==> config.mk <==
export PLATFORM = sky130hd
export DESIGN_NAME = dual_loop_channel_synthesizer
export DESIGN_NICKNAME = d
export VERILOG_FILES = /design/src/dual_synth_pkg.sv /design/src/dual_loop_channel_synthesizer.sv /design/src/divn_counter.sv /design/src/pfd_tristate.sv
export SDC_FILE = /design/constraint.sdc
export NUM_CORES = 1
export LEC_CHECK = 0
export BUFFER_PORTS_ARGS = -buffer_cell sky130_fd_sc_hd__buf_4
export CAP_MARGIN = 20
export CORE_MARGIN = 2
export CORE_UTILIZATION = 51
export CTS_BUF_LIST = sky130_fd_sc_hd__clkbuf_8 sky130_fd_sc_hd__clkbuf_16
export DETAILED_ROUTE_END_ITERATION = 10
export PLACE_DENSITY_LB_ADDON = 0.25
export SLEW_MARGIN = 25
export SYNTH_ARGS = -nofsm -noshare
export SYNTH_HDL_FRONTEND = slang
export SYNTH_SLANG_ARGS = --single-unit
==> constraint.sdc <==
create_clock -name i_clk -period 3.1 [get_ports i_clk]
set_clock_uncertainty 0.15 [all_clocks]
set_input_delay 0 -clock i_clk [delete_from_list [all_inputs] [get_ports i_clk]]
set_output_delay 0 -clock i_clk [all_outputs]
set_load 0.02 [all_outputs]
==> src/dual_synth_pkg.sv <==
// Purpose: Shared constants for the dual-loop channel synthesizer core.
// Assumes: One 25 MHz system clock; every pin is sampled through a synchroniser.
// Notes: Divisor tables are indexed by channel number minus one.
// Function
// - The mode pin steers divisor decoding, high for base and low for handset, and defaults low.
// - Standby high runs both loops, standby low stops the transmit loop and keeps the receive loop.
// - The parallel variant takes a four-bit BCD channel code from pins that default low.
// - Any code outside channels one to ten selects channel ten for both loops.
// - The receive VCO input clocks the receive counter and the transmit VCO input the transmit counter.
// - Channel one divides by 9934/7183 in handset mode and 9322/7795 in base mode.
// - Channel two divides by 9969/7187 or 9326/7830, channel three by 9972/7195 or 9334/7833.
// - Each rising serial clock shifts one data bit in, a high level being a one.
// - A positive latch strobe copies the shift register into the four-bit channel latch.
// - The out-of-lock flag follows only the transmit loop and is a P-channel open-drain output.
// - Each phase detector pulses low when the VCO leads, high when it lags, and floats when aligned.
// - A 5 kHz tone derived from the reference drives an N-channel open-drain output.
// - One reference path from the oscillator input feeds both phase detectors.
package dual_synth_pkg;
  // ==========================================================================
  // Rates and dividers
  localparam int CLK_HZ = 25_000_000;
  localparam int REF_OSC_HZ = 10_240_000;
  localparam int CMP_HZ = 5_000;
  localparam int REF_DIV = REF_OSC_HZ / CMP_HZ;
  localparam int TONE_HALF = REF_DIV / 2;
  localparam int REF_W = 12;
  localparam int DIV_W = 14;
  localparam int LOCK_TOL_NS = 320;
  localparam int LOCK_TOL_CYC = (LOCK_TOL_NS * (CLK_HZ / 1_000_000)) / 1000;
  localparam int LOCK_W = 4;
  // ==========================================================================
  // Pin synchroniser slots
  localparam int PIN_N = 12;
  localparam int PIN_MODE = 0;
  localparam int PIN_STBY = 1;
  localparam int PIN_CODE = 2;
  localparam int PIN_SCLK = 6;
  localparam int PIN_SDAT = 7;
  localparam int PIN_STRB = 8;
  localparam int PIN_RXV = 9;
  localparam int PIN_TXV = 10;
  localparam int PIN_REF = 11;
  // ==========================================================================
  // Channel decode
  localparam logic [3:0] CHAN_MIN = 4'h1;
  localparam logic [3:0] CHAN_MAX = 4'hA;
  localparam logic [3:0] CHAN_DEFAULT = 4'hA;
  localparam logic [DIV_W-1:0] TX_HS [0:9] = '{14'h26CE, 14'h26F1, 14'h26F4, 14'h26E2, 14'h26F7,
                                               14'h26EE, 14'h26FA, 14'h2702, 14'h270E, 14'h270A};
  localparam logic [DIV_W-1:0] RX_HS [0:9] = '{14'h1C0F, 14'h1C13, 14'h1C1B, 14'h1C23, 14'h1C27,
                                               14'h1C2F, 14'h1C3B, 14'h1C43, 14'h1C4F, 14'h1C57};
  localparam logic [DIV_W-1:0] TX_BS [0:9] = '{14'h246A, 14'h246E, 14'h2476, 14'h247E, 14'h2482,
                                               14'h248A, 14'h2496, 14'h249E, 14'h24AA, 14'h24B2};
  localparam logic [DIV_W-1:0] RX_BS [0:9] = '{14'h1E73, 14'h1E96, 14'h1E99, 14'h1E87, 14'h1E9C,
                                               14'h1E93, 14'h1E9F, 14'h1EA7, 14'h1EB3, 14'h1EAF};
  // ==========================================================================
  // Register map
  localparam int ADDR_W = 8;
  localparam logic [7:0] REG_CTRL = 8'h00;
  localparam logic [7:0] REG_STATUS = 8'h04;
  localparam logic [7:0] REG_DIV = 8'h08;
  localparam logic CTRL_SERIAL_RST = 1'b0;
  localparam logic [1:0] RESP_OKAY = 2'h0;
  localparam logic [1:0] RESP_SLVERR = 2'h2;
endpackage

==> src/dual_loop_channel_synthesizer.sv <==
// Purpose: Dual-loop channel synthesizer core with AXI4-Lite status and control.
// Assumes: VCO and reference pins toggle well below a quarter of the system clock.
// Notes: Pin edges are seen only after the three-flop synchroniser settles.
//
// Added by the designer: register access over AXI4-Lite and the placing of the registers.
`timescale 1ns/1ps
module dual_loop_channel_synthesizer
  import dual_synth_pkg::*;
(
  // Clock and reset
  input wire logic i_clk,
  input wire logic i_sys_rst,
  // Channel select pins
  input wire logic i_mode,
  input wire logic i_standby_ctl,
  input wire logic [3:0] i_chan_code,
  input wire logic i_ser_clk,
  input wire logic i_ser_data,
  input wire logic i_latch_strobe,
  // Oscillator and VCO pins
  input wire logic i_ref_osc_in,
  input wire logic i_rx_vco_in,
  input wire logic i_tx_vco_in,
  output logic o_ref_osc_out,
  // Phase detector pins
  output logic o_phase_err_a_out,
  output logic o_phase_err_a_oe,
  output logic o_phase_err_b_out,
  output logic o_phase_err_b_oe,
  // Open-drain status pins
  output logic o_out_of_lock_flag_out,
  output logic o_out_of_lock_flag_oe,
  output logic o_tone_out,
  output logic o_tone_oe,
  // AXI4-Lite slave
  input wire logic [ADDR_W-1:0] i_s_axi_awaddr,
  input wire logic i_s_axi_awvalid,
  output logic o_s_axi_awready,
  input wire logic [31:0] i_s_axi_wdata,
  input wire logic [3:0] i_s_axi_wstrb,
  input wire logic i_s_axi_wvalid,
  output logic o_s_axi_wready,
  output logic [1:0] o_s_axi_bresp,
  output logic o_s_axi_bvalid,
  input wire logic i_s_axi_bready,
  input wire logic [ADDR_W-1:0] i_s_axi_araddr,
  input wire logic i_s_axi_arvalid,
  output logic o_s_axi_arready,
  output logic [31:0] o_s_axi_rdata,
  output logic [1:0] o_s_axi_rresp,
  output logic o_s_axi_rvalid,
  input wire logic i_s_axi_rready
);
  // ==========================================================================
  // Pin synchronisers
  logic [PIN_N-1:0] pin_raw;
  logic [PIN_N-1:0] s1_r;
  logic [PIN_N-1:0] s2_r;
  logic [PIN_N-1:0] s3_r;
  logic [PIN_N-1:0] pin_r;
  logic [PIN_N-1:0] rise;

  assign pin_raw = {i_ref_osc_in, i_tx_vco_in, i_rx_vco_in, i_latch_strobe, i_ser_data, i_ser_clk,
                    i_chan_code, i_standby_ctl, i_mode};

  // Each pin counts as changed once the second and third stages agree.
  genvar g;
  for (g = 0; g < PIN_N; g++) begin : g_sync
    logic stable_nxt;
    always_comb begin
      stable_nxt = (s2_r[g] == s3_r[g]) ? s3_r[g] : pin_r[g];
    end
    always_ff @(posedge i_clk) begin
      if (i_sys_rst) begin
        s1_r[g] <= 1'b0;
        s2_r[g] <= 1'b0;
        s3_r[g] <= 1'b0;
        pin_r[g] <= 1'b0;
      end else begin
        s1_r[g] <= pin_raw[g];
        s2_r[g] <= s1_r[g];
        s3_r[g] <= s2_r[g];
        pin_r[g] <= stable_nxt;
      end
    end
    assign rise[g] = stable_nxt & ~pin_r[g];
  end

  // ==========================================================================
  // Core state
  logic serial_sel_r, serial_sel_nxt;
  logic [3:0] shreg_r, shreg_nxt;
  logic [3:0] ser_latch_r, ser_latch_nxt;
  logic [DIV_W-1:0] tx_div_r, tx_div_nxt;
  logic [DIV_W-1:0] rx_div_r, rx_div_nxt;
  logic tone_r, tone_nxt;
  logic tone_oe_r, tone_oe_nxt;
  logic cmp_phase_r, cmp_phase_nxt;
  logic cmp_ev_r, cmp_ev_nxt;
  logic osc_out_r, osc_out_nxt;
  logic [LOCK_W-1:0] err_cnt_r, err_cnt_nxt;
  logic lock_bad_r, lock_bad_nxt;
  logic [3:0] code_sel;
  logic [3:0] chan_eff;
  logic [3:0] tbl_idx;
  logic ref_tc, rx_tc, tx_tc;
  logic tx_run;
  logic tx_pd_oe;

  assign tx_run = pin_r[PIN_STBY];

  // Dividers: one shared reference path, one counter per VCO input.
  divn_counter #(.W(REF_W)) u_ref_div (
    .i_clk(i_clk), .i_sys_rst(i_sys_rst), .i_en(1'b1), .i_step(rise[PIN_REF]),
    .i_div(REF_W'(TONE_HALF)), .o_tc(ref_tc)
  );
  divn_counter #(.W(DIV_W)) u_rx_div (
    .i_clk(i_clk), .i_sys_rst(i_sys_rst), .i_en(1'b1), .i_step(rise[PIN_RXV]),
    .i_div(rx_div_r), .o_tc(rx_tc)
  );
  divn_counter #(.W(DIV_W)) u_tx_div (
    .i_clk(i_clk), .i_sys_rst(i_sys_rst), .i_en(tx_run), .i_step(rise[PIN_TXV]),
    .i_div(tx_div_r), .o_tc(tx_tc)
  );

  // Phase detectors: a on the receive loop, b on the transmit loop.
  pfd_tristate u_pd_rx (
    .i_clk(i_clk), .i_sys_rst(i_sys_rst), .i_en(1'b1), .i_ref_ev(cmp_ev_r), .i_vco_ev(rx_tc),
    .o_pd_out(o_phase_err_a_out), .o_pd_oe(o_phase_err_a_oe)
  );
  pfd_tristate u_pd_tx (
    .i_clk(i_clk), .i_sys_rst(i_sys_rst), .i_en(tx_run), .i_ref_ev(cmp_ev_r), .i_vco_ev(tx_tc),
    .o_pd_out(o_phase_err_b_out), .o_pd_oe(tx_pd_oe)
  );
  assign o_phase_err_b_oe = tx_pd_oe;

  // Channel decode: invalid codes fall back to channel ten.
  assign code_sel = serial_sel_r ? ser_latch_r : pin_r[PIN_CODE +: 4];
  assign chan_eff = (code_sel >= CHAN_MIN && code_sel <= CHAN_MAX) ? code_sel : CHAN_DEFAULT;
  assign tbl_idx = chan_eff - 4'h1;

  // Next state of the channel path, tone, comparison and lock logic.
  always_comb begin
    shreg_nxt = shreg_r;
    ser_latch_nxt = ser_latch_r;
    if (rise[PIN_SCLK]) begin
      shreg_nxt = {shreg_r[2:0], pin_r[PIN_SDAT]};
    end
    if (rise[PIN_STRB]) begin
      ser_latch_nxt = shreg_r;
    end
    tx_div_nxt = pin_r[PIN_MODE] ? TX_BS[tbl_idx] : TX_HS[tbl_idx];
    rx_div_nxt = pin_r[PIN_MODE] ? RX_BS[tbl_idx] : RX_HS[tbl_idx];
    // Tone toggles every half period; comparison fires on every second toggle.
    tone_nxt = tone_r ^ ref_tc;
    tone_oe_nxt = ~tone_nxt;
    cmp_phase_nxt = cmp_phase_r ^ ref_tc;
    cmp_ev_nxt = ref_tc & cmp_phase_r;
    osc_out_nxt = ~pin_r[PIN_REF];
    // Lock is judged by how long each transmit error pulse lasts.
    err_cnt_nxt = err_cnt_r;
    lock_bad_nxt = lock_bad_r;
    if (!tx_run) begin
      err_cnt_nxt = '0;
      lock_bad_nxt = 1'b0;
    end else if (tx_pd_oe) begin
      if (err_cnt_r < LOCK_W'(LOCK_TOL_CYC)) begin
        err_cnt_nxt = err_cnt_r + 1'b1;
      end else begin
        lock_bad_nxt = 1'b1;
      end
    end else if (err_cnt_r != '0) begin
      lock_bad_nxt = err_cnt_r >= LOCK_W'(LOCK_TOL_CYC);
      err_cnt_nxt = '0;
    end
  end

  // Register the core state.
  always_ff @(posedge i_clk) begin
    if (i_sys_rst) begin
      shreg_r <= '0;
      ser_latch_r <= '0;
      tx_div_r <= TX_HS[9];
      rx_div_r <= RX_HS[9];
      tone_r <= 1'b0;
      tone_oe_r <= 1'b1;
      cmp_phase_r <= 1'b0;
      cmp_ev_r <= 1'b0;
      osc_out_r <= 1'b1;
      err_cnt_r <= '0;
      lock_bad_r <= 1'b0;
    end else begin
      shreg_r <= shreg_nxt;
      ser_latch_r <= ser_latch_nxt;
      tx_div_r <= tx_div_nxt;
      rx_div_r <= rx_div_nxt;
      tone_r <= tone_nxt;
      tone_oe_r <= tone_oe_nxt;
      cmp_phase_r <= cmp_phase_nxt;
      cmp_ev_r <= cmp_ev_nxt;
      osc_out_r <= osc_out_nxt;
      err_cnt_r <= err_cnt_nxt;
      lock_bad_r <= lock_bad_nxt;
    end
  end

  // P-channel pin pulls high only when out of lock; N-channel tone pulls low.
  assign o_out_of_lock_flag_out = lock_bad_r;
  assign o_out_of_lock_flag_oe = lock_bad_r;
  assign o_tone_out = tone_r;
  assign o_tone_oe = tone_oe_r;
  assign o_ref_osc_out = osc_out_r;

  // ==========================================================================
  // AXI4-Lite slave
  logic aw_held_r, aw_held_nxt, w_held_r, w_held_nxt;
  logic [ADDR_W-1:0] awaddr_r, awaddr_nxt;
  logic [31:0] wdata_r, wdata_nxt;
  logic wstrb0_r, wstrb0_nxt;
  logic awready_r, awready_nxt, wready_r, wready_nxt;
  logic bvalid_r, bvalid_nxt, arready_r, arready_nxt, rvalid_r, rvalid_nxt;
  logic [1:0] bresp_r, bresp_nxt, rresp_r, rresp_nxt;
  logic [31:0] rdata_r, rdata_nxt;

  // Address and data are held separately, so either may arrive first.
  always_comb begin
    aw_held_nxt = aw_held_r;
    awaddr_nxt = awaddr_r;
    w_held_nxt = w_held_r;
    wdata_nxt = wdata_r;
    wstrb0_nxt = wstrb0_r;
    bvalid_nxt = bvalid_r;
    bresp_nxt = bresp_r;
    serial_sel_nxt = serial_sel_r;
    if (bvalid_r && i_s_axi_bready) begin
      bvalid_nxt = 1'b0;
    end
    if (i_s_axi_awvalid && awready_r) begin
      aw_held_nxt = 1'b1;
      awaddr_nxt = i_s_axi_awaddr;
    end
    if (i_s_axi_wvalid && wready_r) begin
      w_held_nxt = 1'b1;
      wdata_nxt = i_s_axi_wdata;
      wstrb0_nxt = i_s_axi_wstrb[0];
    end
    if (aw_held_nxt && w_held_nxt && !bvalid_r) begin
      aw_held_nxt = 1'b0;
      w_held_nxt = 1'b0;
      bvalid_nxt = 1'b1;
      bresp_nxt = RESP_OKAY;
      unique case (awaddr_nxt)
        REG_CTRL: begin
          if (wstrb0_nxt) begin
            serial_sel_nxt = wdata_nxt[0];
          end
        end
        REG_STATUS, REG_DIV: begin
        end
        default: bresp_nxt = RESP_SLVERR;
      endcase
    end
    awready_nxt = !aw_held_nxt && !bvalid_nxt;
    wready_nxt = !w_held_nxt && !bvalid_nxt;
    // One read at a time; the answer comes one cycle after the address.
    rvalid_nxt = rvalid_r;
    rdata_nxt = rdata_r;
    rresp_nxt = rresp_r;
    if (rvalid_r && i_s_axi_rready) begin
      rvalid_nxt = 1'b0;
    end
    if (i_s_axi_arvalid && arready_r) begin
      rvalid_nxt = 1'b1;
      rresp_nxt = RESP_OKAY;
      unique case (i_s_axi_araddr)
        REG_CTRL: rdata_nxt = {31'h0, serial_sel_r};
        REG_STATUS: rdata_nxt = {21'h0, pin_r[PIN_MODE], tx_run, lock_bad_r, chan_eff, code_sel};
        REG_DIV: rdata_nxt = {2'h0, tx_div_r, 2'h0, rx_div_r};
        default: begin
          rdata_nxt = 32'h0;
          rresp_nxt = RESP_SLVERR;
        end
      endcase
    end
    arready_nxt = !rvalid_nxt;
  end

  // Register the bus state.
  always_ff @(posedge i_clk) begin
    if (i_sys_rst) begin
      aw_held_r <= 1'b0;
      awaddr_r <= '0;
      w_held_r <= 1'b0;
      wdata_r <= '0;
      wstrb0_r <= 1'b0;
      bvalid_r <= 1'b0;
      bresp_r <= RESP_OKAY;
      serial_sel_r <= CTRL_SERIAL_RST;
      awready_r <= 1'b0;
      wready_r <= 1'b0;
      arready_r <= 1'b0;
      rvalid_r <= 1'b0;
      rdata_r <= '0;
      rresp_r <= RESP_OKAY;
    end else begin
      aw_held_r <= aw_held_nxt;
      awaddr_r <= awaddr_nxt;
      w_held_r <= w_held_nxt;
      wdata_r <= wdata_nxt;
      wstrb0_r <= wstrb0_nxt;
      bvalid_r <= bvalid_nxt;
      bresp_r <= bresp_nxt;
      serial_sel_r <= serial_sel_nxt;
      awready_r <= awready_nxt;
      wready_r <= wready_nxt;
      arready_r <= arready_nxt;
      rvalid_r <= rvalid_nxt;
      rdata_r <= rdata_nxt;
      rresp_r <= rresp_nxt;
    end
  end

  assign o_s_axi_awready = awready_r;
  assign o_s_axi_wready = wready_r;
  assign o_s_axi_bvalid = bvalid_r;
  assign o_s_axi_bresp = bresp_r;
  assign o_s_axi_arready = arready_r;
  assign o_s_axi_rvalid = rvalid_r;
  assign o_s_axi_rdata = rdata_r;
  assign o_s_axi_rresp = rresp_r;
endmodule

==> src/divn_counter.sv <==
// Purpose: Programmable divide-by-N counter stepped by input edge pulses.
// Assumes: i_step is a one-cycle pulse on the system clock.
// Notes: Holds at zero while disabled so a restart begins a full cycle.
`timescale 1ns/1ps
module divn_counter #(
  parameter int W = 14
) (
  // Clock and reset
  input wire logic i_clk,
  input wire logic i_sys_rst,
  // Control
  input wire logic i_en,
  input wire logic i_step,
  input wire logic [W-1:0] i_div,
  // Divided pulse
  output logic o_tc
);
  logic [W-1:0] cnt_r;
  logic [W-1:0] cnt_nxt;
  logic tc_r;
  logic tc_nxt;

  // Count input edges and reload at terminal count.
  always_comb begin
    cnt_nxt = cnt_r;
    tc_nxt = 1'b0;
    if (!i_en) begin
      cnt_nxt = '0;
    end else if (i_step) begin
      if (cnt_r >= i_div - 1'b1) begin
        cnt_nxt = '0;
        tc_nxt = 1'b1;
      end else begin
        cnt_nxt = cnt_r + 1'b1;
      end
    end
  end

  // Register the counter state.
  always_ff @(posedge i_clk) begin
    if (i_sys_rst) begin
      cnt_r <= '0;
      tc_r <= 1'b0;
    end else begin
      cnt_r <= cnt_nxt;
      tc_r <= tc_nxt;
    end
  end

  assign o_tc = tc_r;
endmodule

==> src/pfd_tristate.sv <==
// Purpose: Three-state phase-frequency detector for one loop.
// Assumes: Reference and VCO events are one-cycle pulses on the system clock.
// Notes: Drive level high means pump up, low means pump down.
`timescale 1ns/1ps
module pfd_tristate (
  // Clock and reset
  input wire logic i_clk,
  input wire logic i_sys_rst,
  // Events
  input wire logic i_en,
  input wire logic i_ref_ev,
  input wire logic i_vco_ev,
  // Pin drive
  output logic o_pd_out,
  output logic o_pd_oe
);
  logic up_r;
  logic dn_r;
  logic oe_r;
  logic up_nxt;
  logic dn_nxt;

  // Whichever edge comes first opens its side; the other edge closes both.
  always_comb begin
    up_nxt = up_r | i_ref_ev;
    dn_nxt = dn_r | i_vco_ev;
    if ((up_nxt && dn_nxt) || !i_en) begin
      up_nxt = 1'b0;
      dn_nxt = 1'b0;
    end
  end

  // Register the pump state and its enable.
  always_ff @(posedge i_clk) begin
    if (i_sys_rst) begin
      up_r <= 1'b0;
      dn_r <= 1'b0;
      oe_r <= 1'b0;
    end else begin
      up_r <= up_nxt;
      dn_r <= dn_nxt;
      oe_r <= up_nxt | dn_nxt;
    end
  end

  assign o_pd_out = up_r;
  assign o_pd_oe = oe_r;
endmodule

==> run_results.csv, run 1 <==
group,metric,value,unit
cts,worstSkewPairLatency,0.43,ns
sta,finalSetupViolCount,0,
detailed_routing,vias,6239,
floorplanning,initial_core_util,52.7,%
cts,clk_pin_slew,0.07,ns
detailed_routing,drt.antenna.violating_nets,0,
layout,num-fill-cells,1197,
sta,finalHoldViolations,0,
grt,global_route_wire_length_before_repair,26400,um
floorplanning,die_area,16100,um^2
floorplanning,die_width,127,um
min_path,hp-class,"primary input to flip-flop",
worst_setup_path,cp_slowest_stage_delay,0.61,ns
worst_setup_path,worst_ep_arrival_time,3.16,ns
worst_setup_path,worst_setup_path_start_kind,"primary input",
worst_setup_path,timing.critical_path.buf_inv,5,
cts,cts-root-buf,"sky130_fd_sc_hd__clkbuf_16",
detailed_routing,vias_per_cell,5.21,
synthesis,synth-edff-count,0,
sta,rsz0062_at_grt,"no",
worst_setup_path,top_cell_family_by_delay_on_the_critical_path,"buffers and inverters",
worst_setup_path,crit_path_cell_trace,"dlygate4sd3_1 -> buf_4 -> nor2_1 -> dlygate4sd3_1 -> nand2_1 -> dlygate4sd3_1 -> a21oi_1 -> nand2_1 -> o21ai_0 -> dlygate4sd3_1",
detailed_routing,route.detailed.drc,0,
cts,clock_tree.htree_level_count,4,
worst_setup_path,critPathKind,"primary input to flip-flop",
synthesis,ffs_latches_synth,176,
layout,stdcell_area,9630,um^2
worst_setup_path,critical_path_peak_fanout,8,
cts,cts_tree,"done",
synthesis,postSynth.asyncResetShare,0,%
layout,area_growth_syn_to_layout,24.8,%
detailed_routing,first_pass_iteration_count_of_the_detailed_router,5,
placement,placement.io_buffers,77,
floorplanning,die_h,127,um
synthesis,ys.warnings.count,0,
job,drv.max_cap_violation_count,0,
layout,n_antenna_cell,0,
floorplanning,pin_count,121,
power_and_ir_drop,power.ir.vdd_worst,375,uV
power_and_ir_drop,leakage,3.89,nW
synthesis,synth.distinct_cells,59,
floorplanning,rows,44,
sta,clock.fmax,341,MHz
detailed_routing,detailed_route_wire_length_per_cell,13.2,um
grt,pin_count_of_the_biggest_net_entering_global_routing,44,
run_status,run_status,"finished clean",
synthesis,synth_area_per_cell,8.87,um^2
worst_setup_path,cpMostUsedCell,"sky130_fd_sc_hd__dlygate4sd3_1",
sta,tightest_slew,0.791,ns
worst_setup_path,worst_path_max_delay_cell,"sky130_fd_sc_hd__dlygate4sd3_1",
sta,final_max_slew_viol_count,0,
cts,cts_made_buffers,17,
synthesis,synth_most_common_cell,"sky130_fd_sc_hd__dfxtp_1",
power_and_ir_drop,pd_cells,480,nW/um^2
synthesis,synth_top_cells_by_count,"sky130_fd_sc_hd__dfxtp_1 (176), sky130_fd_sc_hd__nor2_1 (97), sky130_fd_sc_hd__nand2_1 (90)",
worst_setup_path,timing.critical_path.to_type,"flip-flop",
worst_setup_path,worstPathRequired,3.32,ns
floorplanning,placeableCoreArea,14600,um^2
synthesis,netlist.area_leader.share,45.7,%
layout,drive_above_1_share,15.0,%
synthesis,netlist_area,7710,um^2
grt,first_global_vias,5699,
synthesis,seq_area_frac_synth,45.7,%
synthesis,post_synth_main_area_contributors,"sky130_fd_sc_hd__dfxtp_1 (46%), sky130_fd_sc_hd__ha_1 (6.6%), sky130_fd_sc_hd__nor2_1 (4.7%)",
synthesis,synthesized_instance_count,870,
grt,antenna_found_initial,0,
grt,global_route.overflow_total,0,
cts,max_clock_buf_depth,2,
detailed_routing,detail_route.wirelength,15800,um
placement,dp.final_hpwl,10800,um
layout,fin_nets,1112,
synthesis,synth-main-ff-cell,"sky130_fd_sc_hd__dfxtp_1",
synthesis,synth.largest_area_cell,"sky130_fd_sc_hd__dfxtp_1",
placement,place_congestion,0.877,
cts,clock_tree_sinks,176,
detailed_routing,detailedRoute.firstIterationViolations,357,
grt,globalRouteTotalUtil,20.0,%
sta,timing.final.crit_share,94.7,%
sta,post-route-min-period,2.94,ns
sta,finalSetupTns,0,ns
placement,dpl_cell_area,8440,um^2
sta,hold_ws,0.0787,ns
sta,worst_slew_margin_rel,46.8,%
per-layer routing:
layer | track usage, % | vias up | part of all wire [%]
met4 | 6.92 | 0 | 1.4
met3 | 5.07 | 19 | 5.2
met2 | 31.4 | 148 | 45
met5 | 0 | - | 0
met1 | 27.0 | 2854 | 48
li1 | - | 3218 | -
path summary, 6_finish.rpt:
kind | startpoint | end | slack, ns | depth (start not counted)
worst min-delay path | i_s_axi_arvalid | o_s_axi_rdata[23] | 0.08 | 4
worst min register to register | pin_r[11] | o_ref_osc_out | 0.27 | 1
worst max register to register | rx_div_r[2] | u_rx_div.cnt_r[0] | 0.18 | 10
worst max-delay path | i_s_axi_araddr[6] | o_s_axi_rdata[9] | 0.16 | 10
repair_timing:
action	CTS	global route
resized for setup	0	12
hold endpoints to repair	75	0
buffers inserted	0	0
endpoints found under the setup margin	0	15
hold buffers	56	0
worst register-to-register path: cells and delay by family (launching register included):
kind / cells / cell delay [ns]
AOI/OAI and AO/OA: 5 / 0.74
xor gates and xnor gates: 1 / 0.16
adders and majority gates: 1 / 0.32
buffers and inverters: 1 / 0.15
DFF: 1 / 0.35
and+or+nand+nor: 2 / 0.97
logic make-up after synthesis:
logic type	Yosys count	synth area share (%)
AOI/OAI and AO/OA	142	11.1
xor gates and xnor gates	51	5.89
adders and majority gates	41	6.65
buffers and inverters	72	4.30
DFF	176	45.7
muxes	22	3.02
other	1	0.0486
and+or+nand+nor	365	23.3
stage by stage:
step,setup WS [ns],power [mW],utilization [%],instances
2_1_floorplan,0.0507,2.50,-,878
3_5_place_dp,0.0470,2.57,57.6,1109
3_3_place_gp,0.126,2.57,57.6,1109
5_1_grt,0.00447,4.81,65.8,1197
4_1_cts,0.0398,4.67,65.4,1197
6_report,0.165,4.63,65.8,1197
area by class of cell:
type	instances	area, um^2	share of cell area (%)
Multi-Input combinational cell	630	3940	40.9
Clock inverter	14	136	1.42
Timing Repair Buffer	149	1270	13.1
Clock buffer	18	439	4.56
Tap cell	184	230	2.39
Sequential cell	176	3520	36.6
Inverter	26	97.6	1.01
flip-flops by register name (all words and copies together), names as in the netlist, 11 cells and up:
signal	count
s2_r	12
pin_r	11
o_s_axi_rdata	22
u_rx_div.cnt_r	14
s3_r	12
u_tx_div.cnt_r	14
u_ref_div.cnt_r	12
s1_r	12
power breakdown:
part	leakage [nW]	internal [mW]	switching, mW
clock	0.287	1.09	0.959
sequential	1.43	2.30	0.0222
combinational	2.17	0.127	0.129
total	3.89	3.52	1.11
cells in the final DEF (no fill, tap or decap), types with 5 or more instances in the layout:
master	n
sky130_fd_sc_hd__nor2b_1	48
sky130_fd_sc_hd__dfxtp_1	175
sky130_fd_sc_hd__ha_1	41
sky130_fd_sc_hd__a22oi_1	6
sky130_fd_sc_hd__nand2b_1	12
sky130_fd_sc_hd__o21ai_0	30
sky130_fd_sc_hd__buf_4	91
sky130_fd_sc_hd__mux2i_1	16
sky130_fd_sc_hd__and3_1	6
sky130_fd_sc_hd__or2_2	6
sky130_fd_sc_hd__a21oi_1	61
sky130_fd_sc_hd__xnor2_1	31
sky130_fd_sc_hd__inv_6	5
sky130_fd_sc_hd__nand3_1	31
sky130_fd_sc_hd__nand2_1	90
sky130_fd_sc_hd__nor4_1	10
sky130_fd_sc_hd__nor2_1	96
sky130_fd_sc_hd__dlygate4sd3_1	56
sky130_fd_sc_hd__inv_1	26
sky130_fd_sc_hd__clkbuf_16	17
sky130_fd_sc_hd__nor3_1	22
sky130_fd_sc_hd__conb_1	9
sky130_fd_sc_hd__a211oi_1	5
sky130_fd_sc_hd__a31oi_1	6
sky130_fd_sc_hd__nand4_1	7
sky130_fd_sc_hd__xor2_1	19
(Power assumes the default switching activity.)
==> run 2, diff against run 1 <==
Settings changed: BUFFER_PORTS_ARGS -buffer_cell sky130_fd_sc_hd__buf_4 to -buffer_cell sky130_fd_sc_hd__buf_2.
==> run 2 against run 1 <==
Net effect:
- flip-flop and latch count unchanged
- combinational power down 8.2%
- design area shrank 2.5%
- global-route usage up 0.56 points
- sequential share of layout area increased by 0.92 points
- largest power group unchanged
==> run_results.csv, run 2 (synthesis results as in run 1) <==
group,metric,value,unit
run_status,run_status,"finished clean",
detailed_routing,first_pass_iteration_count_of_the_detailed_router,5,
layout,layout.cells.most_common,"sky130_fd_sc_hd__dfxtp_1",
cts,clk_pin_slew,0.06,ns
floorplanning,pin_count,121,
placement,dp.final_hpwl,10800,um
layout,area_growth_syn_to_layout,21.8,%
detailed_routing,vias,6241,
detailed_routing,met3_length,810,um
cts,clock_tree_sinks,176,
worst_setup_path,critical_path_peak_fanout,4,
layout,fin_nets,1110,
cts,max_clock_buf_depth,2,
power_and_ir_drop,overall_power_consumption,4.63,mW
placement,placement.io_buffers,77,
sta,tightest_slew,0.778,ns
layout,num-fill-cells,1234,
detailed_routing,top_signal_layer_used,"met4",
worst_setup_path,worstRegToRegCells,9,
sta,finalSetupTns,0,ns
sta,clock.fmax,335,MHz
grt,global_route_wire_length_before_repair,27000,um
layout,stdcell_area,9390,um^2
worst_setup_path,setup.worst_path.start,"rx_div_r[4]",
detailed_routing,wirelength_met1,7480,um
layout,most-common-layout-cells,"sky130_fd_sc_hd__dfxtp_1 (175), sky130_fd_sc_hd__nor2_1 (96), sky130_fd_sc_hd__nand2_1 (90), sky130_fd_sc_hd__buf_2 (76), sky130_fd_sc_hd__a21oi_1 (62)",
sta,worst_slew_margin_rel,47.7,%
layout,post_layout_nonfiller_instances,1195,
worst_setup_path,cp_slowest_stage_delay,0.56,ns
grt,globalRouteTotalUtil,20.6,%
sta,finalSetupViolCount,0,
power_and_ir_drop,power.ir.vdd_worst,368,uV
floorplanning,placeableCoreArea,14600,um^2
cts,cts_made_buffers,17,
placement,place_ws,0.0901,ns
worst_setup_path,r2r_end,"u_rx_div.o_tc",
detailed_routing,drt.antenna.violating_nets,0,
worst_setup_path,critical_path.endpoint,"u_rx_div.o_tc",
sta,rsz0062_at_grt,"no",
worst_setup_path,cpMostUsedCell,"sky130_fd_sc_hd__o21ai_0",
sta,hold_ws,0.0701,ns
cts,cts_setup_buffers,0,
cts,worstSkewPairLatency,0.43,ns
power_and_ir_drop,pd_cells,492,nW/um^2
placement,dpl_cell_area,8250,um^2
detailed_routing,detailedRoute.firstIterationViolations,367,
worst_setup_path,reg2reg_setup_slack,0.11,ns
power_and_ir_drop,leakage,3.84,nW
floorplanning,die_h,127,um
sta,finalHoldViolations,0,
floorplanning,die_area,16100,um^2
floorplanning,initial_core_util,52.7,%
cts,cts-root-buf,"sky130_fd_sc_hd__clkbuf_16",
sta,post-route-min-period,2.99,ns
grt,global_route.overflow_total,0,
grt,first_global_vias,5824,
worst_setup_path,worst_path_max_delay_cell,"sky130_fd_sc_hd__or4_1",
sta,final_max_slew_viol_count,0,
layout,drive_above_1_share,14.6,%
worst_setup_path,reg_to_reg_start,"rx_div_r[4]",
worst_setup_path,timing.critical_path.to_type,"flip-flop",
placement,place.detailed.instances,1109,
worst_setup_path,worstPathRequired,3.25,ns
worst_setup_path,crit_path_cell_trace,"or4_1 -> or4_4 -> xor2_1 -> ha_1 -> o211ai_1 -> o21ai_0 -> nand2_1 -> o21ai_0 -> nor4b_1",
min_path,hp-class,"primary input to flip-flop",
placement,place_congestion,0.849,
sta,timing.final.crit_share,96.4,%
detailed_routing,detailed_route_wire_length_per_cell,13.4,um
layout,post-route-util,64.1,%
worst_setup_path,critPathKind,"flip-flop to flip-flop",
detailed_routing,route.detailed.drc,0,
cts,cts_tree,"done",
cts,clock_tree.htree_level_count,4,
grt,antenna_found_initial,0,
sta,setup_ws,0.113,ns
floorplanning,die_width,127,um
detailed_routing,detail_route.wirelength,16000,um
worst_setup_path,worst_setup_path_start_kind,"flip-flop",
worst_setup_path,worst_ep_arrival_time,3.13,ns
detailed_routing,met2_wirelength,7420,um
detailed_routing,vias_per_cell,5.22,
job,drv.max_cap_violation_count,0,
min_path,holdPathStages,4,
layout,largest_register_ffs,22,
grt,pin_count_of_the_biggest_net_entering_global_routing,58,
layout,n_antenna_cell,0,
floorplanning,rows,44,
==> run 2: cell types whose count changed in the layout (fill, tap and decap cells not counted), moves of 3 or more <==
cell / delta
sky130_fd_sc_hd__buf_2: +76
sky130_fd_sc_hd__buf_4: -73
sky130_fd_sc_hd__clkbuf_8: +3
sky130_fd_sc_hd__dlygate4sd3_1: -3
sky130_fd_sc_hd__inv_6: -4
sky130_fd_sc_hd__inv_8: -4
==> run 2: how the worst min path moves through the flow <==
stage,from,endpoint,slack [ns]
2_1_floorplan,i_mode,s1_r[0],-0.02
3_5_place_dp,i_latch_strobe,s1_r[8],0.06
6_report,i_s_axi_arvalid,o_s_axi_rdata[19],0.07
4_1_cts,i_s_axi_arvalid,o_s_axi_rdata[19],0.09
5_1_grt,i_s_axi_arvalid,o_s_axi_rdata[24],0.15
3_3_place_gp,i_ser_data,s1_r[7],0.06
==> run 2: layout make-up <==
type	count	area [um^2]	area share (%)
Clock inverter	11	106	1.13
Clock buffer	21	480	5.11
Timing Repair Buffer	147	1050	11.1
Inverter	26	97.6	1.04
Sequential cell	176	3520	37.5
Tap cell	184	230	2.45
Multi-Input combinational cell	630	3910	41.6
==> run 2: worst max-delay path, delay by kind of cell, from the launching register on <==
| family | cells | cell delay, ns |
|---|---|---|
| DFF | 1 | 0.35 |
| AOI/OAI and AO/OA | 3 | 0.44 |
| xor gates and xnor gates | 1 | 0.17 |
| adders and majority gates | 1 | 0.30 |
| and+or+nand+nor | 4 | 1.46 |
==> run 2: what timing repair did <==
action	4_1_cts	5_1_grt
hold buffers	53	0
gates resized for setup	0	10
endpoints found under the setup margin	0	31
endpoints found under the hold margin	66	0
==> run 2: power breakdown <==
part	switching (mW)	total, mW	internal (mW)
registers	0.0208	2.32	2.30
logic	0.126	0.235	0.108
clock network	0.876	2.07	1.20
==> run 2: routing by layer <==
| layer | up-vias | GRT usage [%] |
|---|---|---|
| met3 | 21 | 4.86 |
| met2 | 153 | 34.2 |
| met4 | 0 | 6.98 |
| li1 | 3224 | - |
| met5 | - | 0 |
| met1 | 2843 | 26.4 |
==> run 3, diff against run 2 <==
Settings changed: BUFFER_PORTS_ARGS -buffer_cell sky130_fd_sc_hd__buf_2 to not set, CORE_UTILIZATION 51 to 55, DONT_BUFFER_PORTS set to 1.
==> run 3 against run 2 <==
Net effect:
- global-route usage grew 1.7 points
- die area is 7.0% lower
- core utilization grew 0.71 points
- sequential power hardly changed
- routed wire length is 2.3% higher
- cell count fell by 7.7%
- register-to-register slack barely moved
- hold slack got worse by 0.028 ns
- flip-flop and latch count is the same
- via count is 2.6% lower
==> run_results.csv, run 3 (synthesis results as in run 1) <==
group,metric,value,unit
sta,final_max_slew_viol_count,0,
floorplanning,pin_count,121,
layout,n_antenna_cell,0,
worst_setup_path,worstSetupPathDepth,11,
sta,post-route-min-period,2.98,ns
worst_setup_path,r2r_end,"u_rx_div.cnt_r[11]",
worst_setup_path,worst_path_max_delay_cell,"sky130_fd_sc_hd__or4_4",
grt,first_global_vias,5850,
power_and_ir_drop,pd_cells,504,nW/um^2
layout,area_growth_syn_to_layout,15.8,%
cts,max_clock_buf_depth,2,
worst_setup_path,worstPathRequired,3.27,ns
run_status,run_status,"finished clean",
grt,globalRouteTotalUtil,22.2,%
floorplanning,placeableCoreArea,13800,um^2
detailed_routing,route.detailed.drc,0,
sta,finalHoldViolations,0,
sta,setup_ws,0.119,ns
worst_setup_path,crit_path_cell_trace,"or4_4 -> or4_4 -> nor2_1 -> xnor2_1 -> ha_1 -> o211ai_1 -> o21ai_1 -> nand2_1 -> o31ai_2 -> buf_4 -> nor2_1",
power_and_ir_drop,leakage,3.43,nW
worst_setup_path,worst_ep_arrival_time,3.15,ns
layout,fin_nets,1023,
placement,placement.io_buffers,0,
layout,most-common-layout-cells,"sky130_fd_sc_hd__dfxtp_1 (175), sky130_fd_sc_hd__nor2_1 (97), sky130_fd_sc_hd__nand2_1 (90), sky130_fd_sc_hd__a21oi_1 (61), sky130_fd_sc_hd__dlygate4sd3_1 (51)",
grt,global_route.overflow_total,0,
cts,worstSkewPairLatency,0.43,ns
sta,hold_ws,0.0422,ns
floorplanning,die_area,15000,um^2
power_and_ir_drop,power.ir.vdd_worst,369,uV
worst_setup_path,critical_path.endpoint,"u_rx_div.cnt_r[11]",
layout,drive_above_1_share,7.15,%
grt,antenna_found_initial,0,
layout,largest_register_ffs,22,
layout,layout.cells.most_common,"sky130_fd_sc_hd__dfxtp_1",
sta,timing.final.crit_share,96.2,%
grt,pin_count_of_the_biggest_net_entering_global_routing,118,
detailed_routing,drt.antenna.violating_nets,0,
placement,place_congestion,0.900,
job,drv.max_cap_violation_count,0,
floorplanning,rows,43,
floorplanning,initial_core_util,56.0,%
detailed_routing,first_pass_iteration_count_of_the_detailed_router,5,
sta,clock.fmax,335,MHz
detailed_routing,vias_per_cell,5.51,
layout,post_layout_nonfiller_instances,1103,
worst_setup_path,setup.worst_path.start,"rx_div_r[4]",
worst_setup_path,worst_setup_path_start_kind,"flip-flop",
cts,cts-root-buf,"sky130_fd_sc_hd__clkbuf_16",
floorplanning,die_width,122,um
cts,cts_setup_buffers,0,
detailed_routing,vias,6076,
worst_setup_path,timing.critical_path.buf_inv,1,
worst_setup_path,worstRegToRegCells,11,
worst_setup_path,top_cell_family_by_delay_on_the_critical_path,"simple AND/OR/NAND/NOR gates",
worst_setup_path,critPathKind,"flip-flop to flip-flop",
cts,clock_tree.htree_level_count,4,
worst_setup_path,timing.critical_path.to_type,"flip-flop",
sta,finalSetupViolCount,0,
sta,tightest_slew,0.814,ns
detailed_routing,detail_route.wirelength,16300,um
cts,clock_tree_sinks,176,
worst_setup_path,critical_path_peak_fanout,7,
placement,place.detailed.instances,1019,
min_path,hp-class,"primary input to flip-flop",
placement,dp.final_hpwl,10800,um
detailed_routing,detailed_route_wire_length_per_cell,14.8,um
sta,worst_slew_margin_rel,45.2,%
worst_setup_path,cp_slowest_stage_delay,0.55,ns
cts,cts_made_buffers,17,
placement,place_ws,-0.00722,ns
worst_setup_path,reg_to_reg_start,"rx_div_r[4]",
power_and_ir_drop,overall_power_consumption,4.50,mW
cts,clk_pin_slew,0.07,ns
layout,post-route-util,64.9,%
grt,global_route_wire_length_before_repair,26600,um
worst_setup_path,reg2reg_setup_slack,0.12,ns
floorplanning,die_h,122,um
cts,cts_tree,"done",
detailed_routing,detailedRoute.firstIterationViolations,448,
==> run 3: worst min path at each step <==
| stage | start | endpoint | slack [ns] | cells after the start |
|---|---|---|---|---|
| after global routing | i_s_axi_araddr[7] | o_s_axi_rdata[17] | 0.07 | 4 |
| final | i_s_axi_araddr[7] | o_s_axi_rdata[17] | 0.04 | 4 |
| after detailed placement | i_sys_rst | u_pd_rx.o_pd_oe | -0.07 | 1 |
| after global placement | i_sys_rst | o_s_axi_rdata[23] | -0.07 | 1 |
| after CTS | i_s_axi_araddr[7] | o_s_axi_rdata[17] | 0.01 | 4 |
| after floorplan | i_mode | s1_r[0] | -0.02 | 1 |
==> run 3: layout make-up <==
cell class | instances | area, um^2
clock buffers | 20 | 467
clock inverters | 11 | 83.8
fillers | 1131 | 4840
inverters | 26 | 97.6
multi-input cells | 630 | 3940
flip-flops and latches | 176 | 3520
well taps | 180 | 225
repair buffers | 60 | 598
==> run 3: metrics by stage <==
| step | setup TNS (ns) | area, um^2 |
|---|---|---|
| 6_report | 0 | 8930 |
| 5_1_grt | -0.0628 | 8930 |
| 4_1_cts | 0 | 8880 |
| 3_5_place_dp | -0.00722 | 7790 |
| 3_3_place_gp | 0 | 7790 |
| 2_1_floorplan | 0 | 7740 |
==> run 3: tightest hold or removal path, delay by kind of cell <==
family	cells	cell delay [ns]
AND/OR/NAND/NOR	3	0.52
AO/OA/AOI/OAI	1	0.06
==> run 3: what timing repair did <==
action                                  in CTS  in global routing
gates resized for setup                      1                 14
hold buffers                                52                  0
gates cloned                                 0                  1
hold endpoints to repair                   162                  0
endpoints found under the setup margin      14                 34
==> run 3: power by group <==
part,internal (mW),switching [mW]
logic,0.0875,0.109
clock network,1.09,0.882
registers,2.30,0.0330
==> run 3: per-layer routing <==
metal | GRT usage [%] | part of all wire [%] | wire length (um)
met5 | 0 | 0 | 0
met4 | 7.97 | 2.1 | 341
met3 | 5.99 | 5.7 | 926
met2 | 37.3 | 49 | 7930
met1 | 27.4 | 44 | 7140
